File: config.mk
export PLATFORM = sky130hd
export DESIGN_NAME = radio_dongle_flat
export DESIGN_NICKNAME = d
export VERILOG_FILES = /design/src/logic/radio_pkt_pkg.sv /design/src/logic/radio_link_if.sv /design/src/logic/radio_dongle.sv /design/src/flat_wrapper.sv
export SDC_FILE = /design/constraint.sdc
export NUM_CORES = 1
export LEC_CHECK = 0
export BUFFER_PORTS_ARGS = -buffer_cell sky130_fd_sc_hd__clkbuf_2
export CAP_MARGIN = 10
export CORE_MARGIN = 3
export CORE_UTILIZATION = 50
export CTS_CLUSTER_DIAMETER = 30
export DETAILED_ROUTE_END_ITERATION = 8
export PLACE_DENSITY = 0.77
export SYNTH_ARGS = -nofsm -noshare
export SYNTH_HDL_FRONTEND = slang
export SYNTH_SLANG_ARGS = --single-unit
File: constraint.sdc
create_clock -name CORE_CLK_I -period 37.7 [get_ports CORE_CLK_I]
set_input_delay 1.885 -clock CORE_CLK_I [delete_from_list [all_inputs] [get_ports CORE_CLK_I]]
set_output_delay 1.885 -clock CORE_CLK_I [all_outputs]
set_load 0.03 [all_outputs]
File: src/logic/radio_pkt_pkg.sv
// constants shared by both ends of the radio packet link
// Function
// [RULE1] every packet carries 16-bit network id
// [RULE2] drop packets whose network id mismatches
// [RULE3] second field: 8-bit link quality of peer
// [RULE4] third field: 8-bit command code
// [RULE5] command data follows; empty when none
// [RULE6] 16-bit frame control precedes every packet
// [RULE7] dongle connects by broadcasting fresh random id
// [RULE8] sensor answers broadcast/calib/range with connect reply
// [RULE9] sensor sends periodic 10-byte sample packets
// [RULE10] dongle acknowledges every sample packet
// [RULE11] sensor listens more often after missed ack
// [RULE12] sensor drops link after repeated missed acks
// [RULE13] dongle drops link after repeated missing samples
// [RULE14] dongle repeats calibration push until connect reply
// [RULE15] dongle repeats range select until connect reply
// [RULE16] transmit wait abandoned by timeout; dongle only, the sensor transmit engine waits without limit
// [RULE17] miss limit is a constant, default four
// [RULE18] network id sampled from free-running LFSR
package radio_pkt_pkg;
	// ****************************************
	// packet layout
	// ****************************************
	localparam logic [15:0] FRAME_CTRL = 16'h4121;
	localparam logic [7:0] CMD_CONNECT_BROADCAST = 8'h62;
	localparam logic [7:0] CMD_DATA_ACKNOWLEDGE = 8'h61;
	localparam logic [7:0] CMD_CALIBRATION_PUSH = 8'h6b;
	localparam logic [7:0] CMD_RANGE_SELECT = 8'h73;
	localparam logic [7:0] CMD_CONNECT_REPLY = 8'h63;
	localparam logic [7:0] CMD_SENSOR_SAMPLE = 8'h64;
	localparam logic [4:0] HDR_LEN = 5'h06;
	localparam logic [4:0] CAL_LEN = 5'h06;
	localparam logic [4:0] RANGE_LEN = 5'h01;
	localparam logic [4:0] SAMPLE_LEN = 5'h0a;
	localparam logic [4:0] IDX_MAX = 5'h1f;
	// ****************************************
	// reset values and protocol counts
	// ****************************************
	localparam logic [15:0] LFSR_SEED = 16'hace1;
	localparam logic [47:0] CAL_RESET = 48'h0;
	localparam logic [1:0] RANGE_RESET = 2'h0;
	localparam logic [2:0] MISS_LIMIT = 3'h4;
	localparam logic [1:0] ACK_SKIP_MASK = 2'h3;
	// ****************************************
	// timing
	// ****************************************
	localparam int unsigned CLK_PERIOD_NS = 10;
	localparam int unsigned TX_TIMEOUT_NS = 2000;
	localparam logic [7:0] TX_TIMEOUT_CYC = 8'((TX_TIMEOUT_NS + CLK_PERIOD_NS - 1) / CLK_PERIOD_NS);
	localparam int unsigned SAMPLE_PERIOD_US = 5000;
	localparam int unsigned SAMPLE_PERIOD_CYC = SAMPLE_PERIOD_US * 1000 / CLK_PERIOD_NS;
	localparam int unsigned LISTEN_WINDOW_US = 1000;
	localparam int unsigned LISTEN_WINDOW_CYC = LISTEN_WINDOW_US * 1000 / CLK_PERIOD_NS;
	localparam int unsigned CONNECT_WAIT_US = 20000;
	localparam int unsigned CONNECT_WAIT_CYC = CONNECT_WAIT_US * 1000 / CLK_PERIOD_NS;
endpackage

File: src/logic/radio_link_if.sv
// byte-stream link joining the dongle and the sensor board
`timescale 1ns/10ps
interface radio_link_if;
	logic d2s_valid;
	logic d2s_ready;
	logic [7:0] d2s_data;
	logic d2s_last;
	logic s2d_valid;
	logic s2d_ready;
	logic [7:0] s2d_data;
	logic s2d_last;
	modport dongle_mp (
		output d2s_valid, d2s_data, d2s_last, s2d_ready,
		input d2s_ready, s2d_valid, s2d_data, s2d_last
	);
	modport sensor_mp (
		input d2s_valid, d2s_data, d2s_last, s2d_ready,
		output d2s_ready, s2d_valid, s2d_data, s2d_last
	);
endinterface

File: src/logic/radio_dongle.sv
// receiver dongle end of the radio packet protocol
`timescale 1ns/10ps
module radio_dongle #(
	parameter int unsigned LOSS_WAIT = radio_pkt_pkg::SAMPLE_PERIOD_CYC,
	parameter int unsigned CONNECT_WAIT = radio_pkt_pkg::CONNECT_WAIT_CYC
) (
	input wire logic CORE_CLK_I,
	input wire logic RST_I,
	input wire logic CE_I,
	radio_link_if.dongle_mp LINK,
	input wire logic [7:0] LQ_I,
	input wire logic CAL_REQ_I,
	input wire logic [47:0] CAL_DATA_I,
	input wire logic RANGE_REQ_I,
	input wire logic [1:0] RANGE_I,
	output logic CONNECTED_O,
	output logic [15:0] NET_ID_O,
	output logic [7:0] PEER_LQ_O,
	output logic [47:0] CAL_STORED_O,
	output logic TX_ABORT_O,
	output logic SAMPLE_VALID_O,
	input wire logic SAMPLE_READY_I,
	output logic [79:0] SAMPLE_O
);
	typedef enum logic [3:0] {
		ST_START = 4'b0001,
		ST_BCAST = 4'b0010,
		ST_WAIT = 4'b0100,
		ST_LINK = 4'b1000
	} conn_e;
	conn_e state, next_state;
	logic [15:0] lfsr;
	logic [15:0] net_id;
	logic tx_busy;
	logic [4:0] tx_idx;
	logic [4:0] tx_len;
	logic [7:0] tx_cmd;
	logic [7:0] tx_lq;
	logic [79:0] tx_pay;
	logic [7:0] tx_wait;
	logic [4:0] rx_idx;
	logic [47:0] rx_hdr;
	logic [79:0] rx_pay;
	logic rx_done;
	logic [31:0] timer;
	logic [2:0] miss;
	logic cal_pend;
	logic [47:0] cal_val;
	logic rng_pend;
	logic [1:0] rng_val;
	logic reply_pend;
	logic [79:0] buf_mem [2];
	logic wr_ptr;
	logic rd_ptr;
	logic [1:0] buf_cnt;

	// ****************************************
	// decode
	// ****************************************
	wire tx_fire = LINK.d2s_valid & LINK.d2s_ready;
	wire tx_end = tx_fire & LINK.d2s_last;
	wire tx_expire = tx_busy & CE_I & ~LINK.d2s_ready
		& (tx_wait == radio_pkt_pkg::TX_TIMEOUT_CYC - 8'h01);
	wire rx_fire = LINK.s2d_valid & LINK.s2d_ready;
	wire hdr_ok = (rx_hdr[47:32] == radio_pkt_pkg::FRAME_CTRL)
		& (rx_hdr[31:16] == net_id); // RULE2
	wire [7:0] rx_cmd = rx_hdr[7:0];
	wire got_conn = rx_done & hdr_ok & (rx_cmd == radio_pkt_pkg::CMD_CONNECT_REPLY)
		& (rx_idx == radio_pkt_pkg::HDR_LEN + radio_pkt_pkg::CAL_LEN)
		& ((state == ST_WAIT) | (state == ST_LINK));
	wire got_sample = rx_done & hdr_ok & (rx_cmd == radio_pkt_pkg::CMD_SENSOR_SAMPLE)
		& (rx_idx == radio_pkt_pkg::HDR_LEN + radio_pkt_pkg::SAMPLE_LEN)
		& (state == ST_LINK);
	wire launch_bcast = (state == ST_BCAST); // RULE7
	wire launch_reply = (state == ST_LINK) & reply_pend & ~tx_busy;
	wire timer_out = (timer == 32'h0);
	wire miss_final = (miss + 3'h1 == radio_pkt_pkg::MISS_LIMIT); // RULE13 RULE17
	wire pop = SAMPLE_VALID_O & SAMPLE_READY_I;
	// reply choice: pending settings ride in place of the acknowledge
	wire [7:0] reply_cmd = cal_pend ? radio_pkt_pkg::CMD_CALIBRATION_PUSH :
		rng_pend ? radio_pkt_pkg::CMD_RANGE_SELECT :
		radio_pkt_pkg::CMD_DATA_ACKNOWLEDGE; // RULE10 RULE14 RULE15
	wire [4:0] reply_len = cal_pend ? radio_pkt_pkg::HDR_LEN + radio_pkt_pkg::CAL_LEN :
		rng_pend ? radio_pkt_pkg::HDR_LEN + radio_pkt_pkg::RANGE_LEN :
		radio_pkt_pkg::HDR_LEN; // RULE5
	wire [79:0] reply_pay = cal_pend ? {cal_val, 32'h0} :
		rng_pend ? {6'h0, rng_val, 72'h0} : 80'h0;
	// header byte order: frame control, network id, quality, command
	wire [7:0] tx_byte = (tx_idx == 5'h00) ? radio_pkt_pkg::FRAME_CTRL[15:8] : // RULE6
		(tx_idx == 5'h01) ? radio_pkt_pkg::FRAME_CTRL[7:0] :
		(tx_idx == 5'h02) ? net_id[15:8] : // RULE1
		(tx_idx == 5'h03) ? net_id[7:0] :
		(tx_idx == 5'h04) ? tx_lq : // RULE3
		(tx_idx == 5'h05) ? tx_cmd : tx_pay[79:72]; // RULE4 RULE5
	assign LINK.d2s_valid = tx_busy & CE_I;
	assign LINK.d2s_data = tx_byte;
	assign LINK.d2s_last = (tx_idx == tx_len - 5'h01);
	// no byte is taken while a finished packet is judged or the buffer is full
	assign LINK.s2d_ready = CE_I & ~rx_done & (buf_cnt != 2'h2);
	assign SAMPLE_VALID_O = CE_I & (buf_cnt != 2'h0);
	assign SAMPLE_O = buf_mem[rd_ptr];
	assign CONNECTED_O = (state == ST_LINK);
	assign NET_ID_O = net_id;

	// ****************************************
	// connection state machine
	// ****************************************
	always_comb begin
		next_state = state;
		unique case (state)
			ST_START: if (~tx_busy) next_state = ST_BCAST;
			ST_BCAST: next_state = ST_WAIT;
			ST_WAIT: begin
				if (got_conn) next_state = ST_LINK;
				else if (timer_out) next_state = ST_START;
			end
			ST_LINK: if (~got_sample & timer_out & miss_final) next_state = ST_START; // RULE13
			default: next_state = ST_START;
		endcase
	end

	// free-running id source, advances on every clock-enabled cycle
	always_ff @(posedge CORE_CLK_I or posedge RST_I) begin
		if (RST_I) lfsr <= radio_pkt_pkg::LFSR_SEED;
		else if (CE_I) lfsr <= {lfsr[14:0], lfsr[15] ^ lfsr[13] ^ lfsr[12] ^ lfsr[10]}; // RULE18
	end

	// state, network id, loss timer and miss count
	always_ff @(posedge CORE_CLK_I or posedge RST_I) begin
		if (RST_I) begin
			state <= ST_START;
			net_id <= 16'h0;
			timer <= 32'h0;
			miss <= 3'h0;
		end else if (CE_I) begin
			state <= next_state;
			if ((state == ST_START) & ~tx_busy) net_id <= lfsr; // RULE7 RULE18
			if (launch_bcast) timer <= CONNECT_WAIT;
			else if (got_conn & (state == ST_WAIT)) timer <= LOSS_WAIT;
			else if (got_sample | timer_out) timer <= LOSS_WAIT;
			else timer <= timer - 32'h1;
			if (got_sample | (state != ST_LINK)) miss <= 3'h0;
			else if (timer_out) miss <= miss + 3'h1; // RULE13
		end
	end

	// pending settings: a new request in the clearing cycle wins
	always_ff @(posedge CORE_CLK_I or posedge RST_I) begin
		if (RST_I) begin
			cal_pend <= 1'b0;
			cal_val <= radio_pkt_pkg::CAL_RESET;
			rng_pend <= 1'b0;
			rng_val <= radio_pkt_pkg::RANGE_RESET;
			reply_pend <= 1'b0;
		end else if (CE_I) begin
			if (got_conn) cal_pend <= 1'b0; // RULE14
			if (got_conn) rng_pend <= 1'b0; // RULE15
			if (CAL_REQ_I) begin
				cal_pend <= 1'b1;
				cal_val <= CAL_DATA_I;
			end
			if (RANGE_REQ_I) begin
				rng_pend <= 1'b1;
				rng_val <= RANGE_I;
			end
			if (got_sample) reply_pend <= 1'b1; // RULE10
			else if (launch_reply | (state != ST_LINK)) reply_pend <= 1'b0;
		end
	end

	// ****************************************
	// transmit engine
	// ****************************************
	always_ff @(posedge CORE_CLK_I or posedge RST_I) begin
		if (RST_I) begin
			tx_busy <= 1'b0;
			tx_idx <= 5'h00;
			tx_len <= 5'h00;
			tx_cmd <= 8'h00;
			tx_lq <= 8'h00;
			tx_pay <= 80'h0;
			tx_wait <= 8'h00;
			TX_ABORT_O <= 1'b0;
		end else if (CE_I) begin
			TX_ABORT_O <= tx_expire;
			if (launch_bcast | launch_reply) begin
				tx_busy <= 1'b1;
				tx_idx <= 5'h00;
				tx_lq <= LQ_I; // RULE3
				tx_cmd <= launch_bcast ? radio_pkt_pkg::CMD_CONNECT_BROADCAST : reply_cmd;
				tx_len <= launch_bcast ? radio_pkt_pkg::HDR_LEN : reply_len; // RULE7
				tx_pay <= launch_bcast ? 80'h0 : reply_pay;
				tx_wait <= 8'h00;
			end else if (tx_end | tx_expire) begin
				tx_busy <= 1'b0; // RULE16
				tx_idx <= 5'h00;
			end else if (tx_fire) begin
				tx_idx <= tx_idx + 5'h01;
				tx_wait <= 8'h00;
				if (tx_idx >= radio_pkt_pkg::HDR_LEN) tx_pay <= {tx_pay[71:0], 8'h00};
			end else if (tx_busy) begin
				// a stuck peer must not hang the engine
				tx_wait <= tx_wait + 8'h01; // RULE16
			end
		end
	end

	// ****************************************
	// receive parser
	// ****************************************
	always_ff @(posedge CORE_CLK_I or posedge RST_I) begin
		if (RST_I) begin
			rx_idx <= 5'h00;
			rx_hdr <= 48'h0;
			rx_pay <= 80'h0;
			rx_done <= 1'b0;
			PEER_LQ_O <= 8'h00;
			CAL_STORED_O <= radio_pkt_pkg::CAL_RESET;
		end else if (CE_I) begin
			rx_done <= rx_fire & LINK.s2d_last;
			if (rx_done) rx_idx <= 5'h00;
			else if (rx_fire) begin
				if (rx_idx != radio_pkt_pkg::IDX_MAX) rx_idx <= rx_idx + 5'h01;
				if (rx_idx < radio_pkt_pkg::HDR_LEN) rx_hdr <= {rx_hdr[39:0], LINK.s2d_data};
				else rx_pay <= {rx_pay[71:0], LINK.s2d_data};
			end
			if (got_conn | got_sample) PEER_LQ_O <= rx_hdr[15:8];
			if (got_conn) CAL_STORED_O <= rx_pay[47:0];
		end
	end

	// ****************************************
	// two-entry sample buffer
	// ****************************************
	always_ff @(posedge CORE_CLK_I or posedge RST_I) begin
		if (RST_I) begin
			buf_mem[0] <= 80'h0;
			buf_mem[1] <= 80'h0;
			wr_ptr <= 1'b0;
			rd_ptr <= 1'b0;
			buf_cnt <= 2'h0;
		end else if (CE_I) begin
			if (got_sample) begin
				buf_mem[wr_ptr] <= rx_pay;
				wr_ptr <= ~wr_ptr;
			end
			if (pop) rd_ptr <= ~rd_ptr;
			buf_cnt <= buf_cnt + {1'b0, got_sample} - {1'b0, pop};
		end
	end
endmodule

File: src/flat_wrapper.sv
// flat-port wrapper written by rule: the top's interface ports become plain ports
module radio_dongle_flat 
#(
	parameter int unsigned LOSS_WAIT = radio_pkt_pkg::SAMPLE_PERIOD_CYC,
	parameter int unsigned CONNECT_WAIT = radio_pkt_pkg::CONNECT_WAIT_CYC
)
  (CORE_CLK_I, RST_I, CE_I, LQ_I, CAL_REQ_I, CAL_DATA_I, RANGE_REQ_I, RANGE_I, CONNECTED_O, NET_ID_O, PEER_LQ_O, CAL_STORED_O, TX_ABORT_O, SAMPLE_VALID_O, SAMPLE_READY_I, SAMPLE_O, LINK_d2s_valid, LINK_d2s_data, LINK_d2s_last, LINK_s2d_ready, LINK_d2s_ready, LINK_s2d_valid, LINK_s2d_data, LINK_s2d_last);
  radio_link_if LINK_i ();
  input wire logic CORE_CLK_I;
  input wire logic RST_I;
  input wire logic CE_I;
  input wire logic [7:0] LQ_I;
  input wire logic CAL_REQ_I;
  input wire logic [47:0] CAL_DATA_I;
  input wire logic RANGE_REQ_I;
  input wire logic [1:0] RANGE_I;
  output logic CONNECTED_O;
  output logic [15:0] NET_ID_O;
  output logic [7:0] PEER_LQ_O;
  output logic [47:0] CAL_STORED_O;
  output logic TX_ABORT_O;
  output logic SAMPLE_VALID_O;
  input wire logic SAMPLE_READY_I;
  output logic [79:0] SAMPLE_O;
  output wire logic [$bits(LINK_i.d2s_valid)-1:0] LINK_d2s_valid;
  output wire logic [$bits(LINK_i.d2s_data)-1:0] LINK_d2s_data;
  output wire logic [$bits(LINK_i.d2s_last)-1:0] LINK_d2s_last;
  output wire logic [$bits(LINK_i.s2d_ready)-1:0] LINK_s2d_ready;
  input wire logic [$bits(LINK_i.d2s_ready)-1:0] LINK_d2s_ready;
  input wire logic [$bits(LINK_i.s2d_valid)-1:0] LINK_s2d_valid;
  input wire logic [$bits(LINK_i.s2d_data)-1:0] LINK_s2d_data;
  input wire logic [$bits(LINK_i.s2d_last)-1:0] LINK_s2d_last;
  assign LINK_d2s_valid = LINK_i.d2s_valid;
  assign LINK_d2s_data = LINK_i.d2s_data;
  assign LINK_d2s_last = LINK_i.d2s_last;
  assign LINK_s2d_ready = LINK_i.s2d_ready;
  assign LINK_i.d2s_ready = LINK_d2s_ready;
  assign LINK_i.s2d_valid = LINK_s2d_valid;
  assign LINK_i.s2d_data = LINK_s2d_data;
  assign LINK_i.s2d_last = LINK_s2d_last;
  radio_dongle #(.LOSS_WAIT(LOSS_WAIT), .CONNECT_WAIT(CONNECT_WAIT)) u_core (.CORE_CLK_I(CORE_CLK_I), .RST_I(RST_I), .CE_I(CE_I), .LINK(LINK_i), .LQ_I(LQ_I), .CAL_REQ_I(CAL_REQ_I), .CAL_DATA_I(CAL_DATA_I), .RANGE_REQ_I(RANGE_REQ_I), .RANGE_I(RANGE_I), .CONNECTED_O(CONNECTED_O), .NET_ID_O(NET_ID_O), .PEER_LQ_O(PEER_LQ_O), .CAL_STORED_O(CAL_STORED_O), .TX_ABORT_O(TX_ABORT_O), .SAMPLE_VALID_O(SAMPLE_VALID_O), .SAMPLE_READY_I(SAMPLE_READY_I), .SAMPLE_O(SAMPLE_O));
endmodule
# == Yosys cells after proc, flatten, opt, wreduce, memory -nomap -nowiden ==
# Cells that the tools add are included.
# op_classes
n_addsub,8
magnitude_cmp,5
eq_ne,25
mux,52
bitwise,44
n_reduce_logical,35
# op_table
op,n
$mux 80,10
$bwmux 160,1
$mux 32,3
$mux 8,12
$demux 80 s1,1
$mux 74,1
$mux 5,9
$logic_not 32->1,1
$sub 32x1->32 const B,1
$reduce_and 2->1,14
$and 1x1->1,25
$reduce_bool 2->1,10
$eq 16x15->1 const B,1
$eq 16x16->1,1
$eq 8x7->1 const B,2
$mux 4,4
$pmux 4 s4,1
$reduce_and 4->1,4
$add 5x1->5 const B,2
$eq 5x2->1 const B,2
$eq 5x3->1 const B,2
$add 8x1->8 const B,1
$eq 8x8->1 const B,1
$mux 1,8
31 further kinds,52
# totals
reg_bits,594
out_inout_bits,166
wordCells,198

# == Longest topological paths before layout ==
# logic_depth
ltp_word,11
depth_mapped,10
mapped_depth_nobuf,10

# == Worst setup path after synthesis ==
# No wires, ideal clock.
# synth_timing
path_kind,input port to output port
startpoint,in CE_I
endpoint,out LINK_s2d_ready
arrival_ns,3.076
required_time_ns,35.815
slack_ns,32.739
path_stages,4
n_path_buf,2
path_cell_list,inv_1 clkbuf_1 buf_1 nor3_1
# synth_via
elab_chain_len,2
# synth_rtl
element,line_no,rtl
start: declaration,flat_wrapper.sv:11,input wire logic CE_I;
$and 1x1->1 (2 in series),radio_dongle.sv:99,assign LINK.s2d_ready = CE_I & ~rx_done & (buf_cnt != 2'h2);
end: declaration,flat_wrapper.sv:28,output wire logic [$bits(LINK_i.s2d_ready)-1:0] LINK_s2d_ready;
# Every way passes these cells.

# == Final worst setup path ==
# layout_timing
startpoint,reg u_core.tx_idx[2]
endpoint,out LINK_d2s_data[6]
# layout_via
elab_chain_len,7
# layout_rtl
element,line_no,rtl
start: declaration,radio_dongle.sv:35,logic [4:0] tx_idx;
start signal: assignment,radio_dongle.sv:198,tx_idx <= tx_idx + 5'h01;
$eq 5x3->1,radio_dongle.sv:94,(tx_idx == 5'h05) ? tx_cmd : tx_pay[79:72];
$mux 8,radio_dongle.sv:94,
$mux 8,radio_dongle.sv:93,(tx_idx == 5'h04) ? tx_lq :
$mux 8,radio_dongle.sv:92,(tx_idx == 5'h03) ? net_id[7:0] :
$mux 8,radio_dongle.sv:91,(tx_idx == 5'h02) ? net_id[15:8] :
$mux 8,radio_dongle.sv:90,(tx_idx == 5'h01) ? radio_pkt_pkg::FRAME_CTRL[7:0] :
$mux 8 *,radio_dongle.sv:89,wire [7:0] tx_byte = (tx_idx == 5'h00) ? radio_pkt_pkg::FRAME_CTRL[15:8] :
end: declaration,flat_wrapper.sv:26,output wire logic [$bits(LINK_i.d2s_data)-1:0] LINK_d2s_data;
# Mark *: on every way between the ends. The rest lies on a longest branch, timed or not.

==> run summary <==
worst r2r path cells -> 7
Max Cap Viol -> 0
root buf cell -> clkbuf_16
postcts setup bufs -> 0
Synth top area share -> 56.4%
final period utilization -> 13.3%
CP required -> 35810 ps
final wirelength -> 57400 µm
total CTS buffers -> 105
CTS Sinks -> 555
Site Rows -> 80
pin count of the biggest net entering global routing -> 131
maximum VDD drop -> 91.0 µV
drt drc -> 0
FF-to-FF End -> u_core.buf_mem[22]$_DFFE_PP0P_
layout cells sized above 1 -> 42.1%
Via density -> 5.81
Post-synth EDFFs -> 0
Finished Layout Cells -> 2822
Setup-failing EPs final -> 0
Synth top cells by count -> 546 x dfrtp_1, 451 x mux2_2, 134 x o21ai_0
clock skew -> 31.0 ps
Hold Fails Final Rpt -> 0
CP Class -> reg -> out
Syn Std Cell Area -> 24200 µm²
Setup Slack @ Placement -> 32260 ps
post-CTS sizing -> 0
number of H-tree levels -> 3
fin nets -> 2208
crit path from -> u_core.tx_idx[2]$_DFFE_PP0P_
Initial DRT Pass Iterations -> 5
All-Layer GR Usage -> 22.4%
syn_nets -> 1947
Worst EP arrival -> 3140 ps
post-synth cell types -> 76
number of port buffers -> 240
area grow syn2layout -> 22.1%
min Tclk post-route -> 5020 ps
CP max FO -> 13
Overflow after GRT -> 0
Worst-Skew Late Latency -> 630 ps
ranking of synthesized cells by area -> dfrtp_1 56%, mux2_2 21%, o21ai_0 2.8%, mux2_1 2.6%, nand2_1 1.6%
total power per unit cell area -> 77.2 nW/µm²
fmax -> 199 MHz
die width -> 226 µm
Reg2Reg Launch Point -> u_core.rx_hdr[3]$_DFFE_PP0P_
worst relative slew slack -> 19.7%
via count -> 16400
Initial Util -> 50.6%
#FFs+latches synth -> 555
post-detail-place hpwl -> 35300 µm
first-pass GRT wire length -> 91900 µm
Hold WC Path Type -> reg -> reg
Die Y -> 226 µm
status -> finished, final reports clean
CP Capture Type -> output port
number of global-route vias before repair -> 17100
Worst-Margin Slew -> 1200 ps
CTS clk-pin slew, worst paths -> 50 ps
GPL Wtd Cong -> 0.844
startpoint type of the worst setup path -> register
DRT antenna net count -> 0
CTS max path bufs -> 3
Synth area leader -> dfrtp_1
CTS tree -> yes
CP endpoint -> LINK_d2s_data[6]
IO Pins -> 241
die area -> 51100 µm²
worst reg-to-reg setup slack -> 33850 ps
Cells after Synth -> 1857
initial antenna violation count -> 1
Synth async-reset ratio -> 100%
Seq/Total Area, Yosys -> 57.4%
final setup margin -> 32680 ps
Synth Warn # -> 0
Final Max Tran Viols -> 0
Avg WL per Cell -> 20.3 µm
Pleak -> 0.0144 µW
cell with the most instances after synthesis -> dfrtp_1
Syn Area/Cell -> 13.0 µm²
initial DRC count -> 1259
dpl cells -> 2626
Core Region -> 47800 µm²
setup TNS -> 0 ps
n_diodes -> 0
CTS hold repair buffers -> 0
Post-synth top flop -> dfrtp_1
unrepaired setup endpoints after global routing -> false
-- kinds of logic after synthesis --
group | synth area share [%]
AOI/OAI and AO/OA | 7.66
xor gates and xnor gates | 1.05
DFF | 57.4
muxes | 23.8
buffers and inverters | 2.80
and+or+nand+nor | 6.51
adders and majority gates | 0.775
-- through the flow --
| step | area [µm²] | power, µW | hold WS [ps] | utilization (%) |
|---|---|---|---|---|
| 2_1_floorplan | 24200 | 1170 | 446 | - |
| 3_3_place_gp | 25900 | 1290 | 458 | 54.1 |
| 3_5_place_dp | 25900 | 1320 | 467 | 54.1 |
| 4_1_cts | 29600 | 2290 | 480 | 61.8 |
| 5_1_grt | 29600 | 2390 | 491 | 61.8 |
| 6_report | 29600 | 2280 | 479 | 61.8 |
-- flip-flops by register name (all words and copies together) (netlist names), 2 cells and up --
signal               cells
u_core.CAL_STORED_O     48
u_core.NET_ID_O         16
u_core.PEER_LQ_O         8
u_core.buf_cnt           2
u_core.buf_mem         160
u_core.cal_val          48
u_core.lfsr             16
u_core.miss              3
u_core.rng_val           2
u_core.rx_hdr           48
u_core.rx_idx            5
u_core.rx_pay           80
u_core.state             4
u_core.timer            32
u_core.tx_cmd            5
u_core.tx_idx            5
u_core.tx_lq             8
u_core.tx_pay           48
u_core.tx_wait           8
-- how the worst min path moves through the flow --
stage                                                from                         endpoint  depth (start not counted)
after floorplan               u_core.tx_lq[2]$_DFFE_PP0P_      u_core.tx_lq[2]$_DFFE_PP0P_                          2
after global placement       u_core.tx_cmd[0]$_DFFE_PP0P_     u_core.tx_cmd[0]$_DFFE_PP0P_                          2
after detailed placement      u_core.tx_lq[0]$_DFFE_PP0P_      u_core.tx_lq[0]$_DFFE_PP0P_                          2
after CTS                     u_core.tx_lq[0]$_DFFE_PP0P_      u_core.tx_lq[0]$_DFFE_PP0P_                          2
after global routing       u_core.buf_mem[87]$_DFFE_PP0P_   u_core.buf_mem[87]$_DFFE_PP0P_                          1
final                     u_core.buf_mem[130]$_DFFE_PP0P_  u_core.buf_mem[130]$_DFFE_PP0P_                          1
-- per-layer routing --
metal  track usage (%)  vias up  part of all wire [%]  wire length, µm
met5                 0        -                 0.024               14
met4              8.43        2                   2.7             1530
met3              4.19       96                   5.6             3200
met2              36.8      553                    49            28300
met1              29.9     8448                    42            24300
li1                  -     7292                     -                -
-- placed cells by master, fill, tap and decap left out, types with 6 or more instances in the layout --
master	n
dfrtp_1	545
mux2_2	451
clkbuf_2	240
o21ai_0	134
clkbuf_16	106
nand2_1	99
nor2_1	55
mux2_1	55
a22oi_1	40
inv_1	34
a21oi_1	27
nor3_1	27
xnor2_1	25
nand4_1	25
buf_4	21
nand3_1	18
clkinv_2	17
clkinv_4	16
ha_1	15
bufinv_16	15
clkbuf_1	14
and3_1	13
a211oi_1	11
clkinvlp_4	11
clkbuf_8	10
a31oi_1	9
nor4_1	9
dfstp_2	9
or4_1	8
mux2i_1	8
a22o_1	7
o211ai_1	7
o31ai_1	6
-- layout make-up --
class                      count  area, µm²
fill                        3519      18300
sequential                   555      13900
multi-input combinational   1159       9700
clock buffer                 130       2840
timing repair buffer         261       1360
clock inverter                66        867
tap                          615        769
inverter                      36        144
-- power breakdown --
group	total [µW]	switching, µW	leakage (µW)	internal, µW
Combinational	438	239	0.00538	198
Sequential	889	155	0.00722	735
Clock	957	317	0.00179	640
Total	2280	711	0.0144	1570
-- worst max-delay path: stages (launching register included) --
cell	delay, ps
dfrtp_1	490
nor3_1	700
and2_1	490
a211oi_1	110
a21oi_1	150
a21oi_1	50
a211o_1	320
clkbuf_2	190
(Power assumes the default switching activity.)
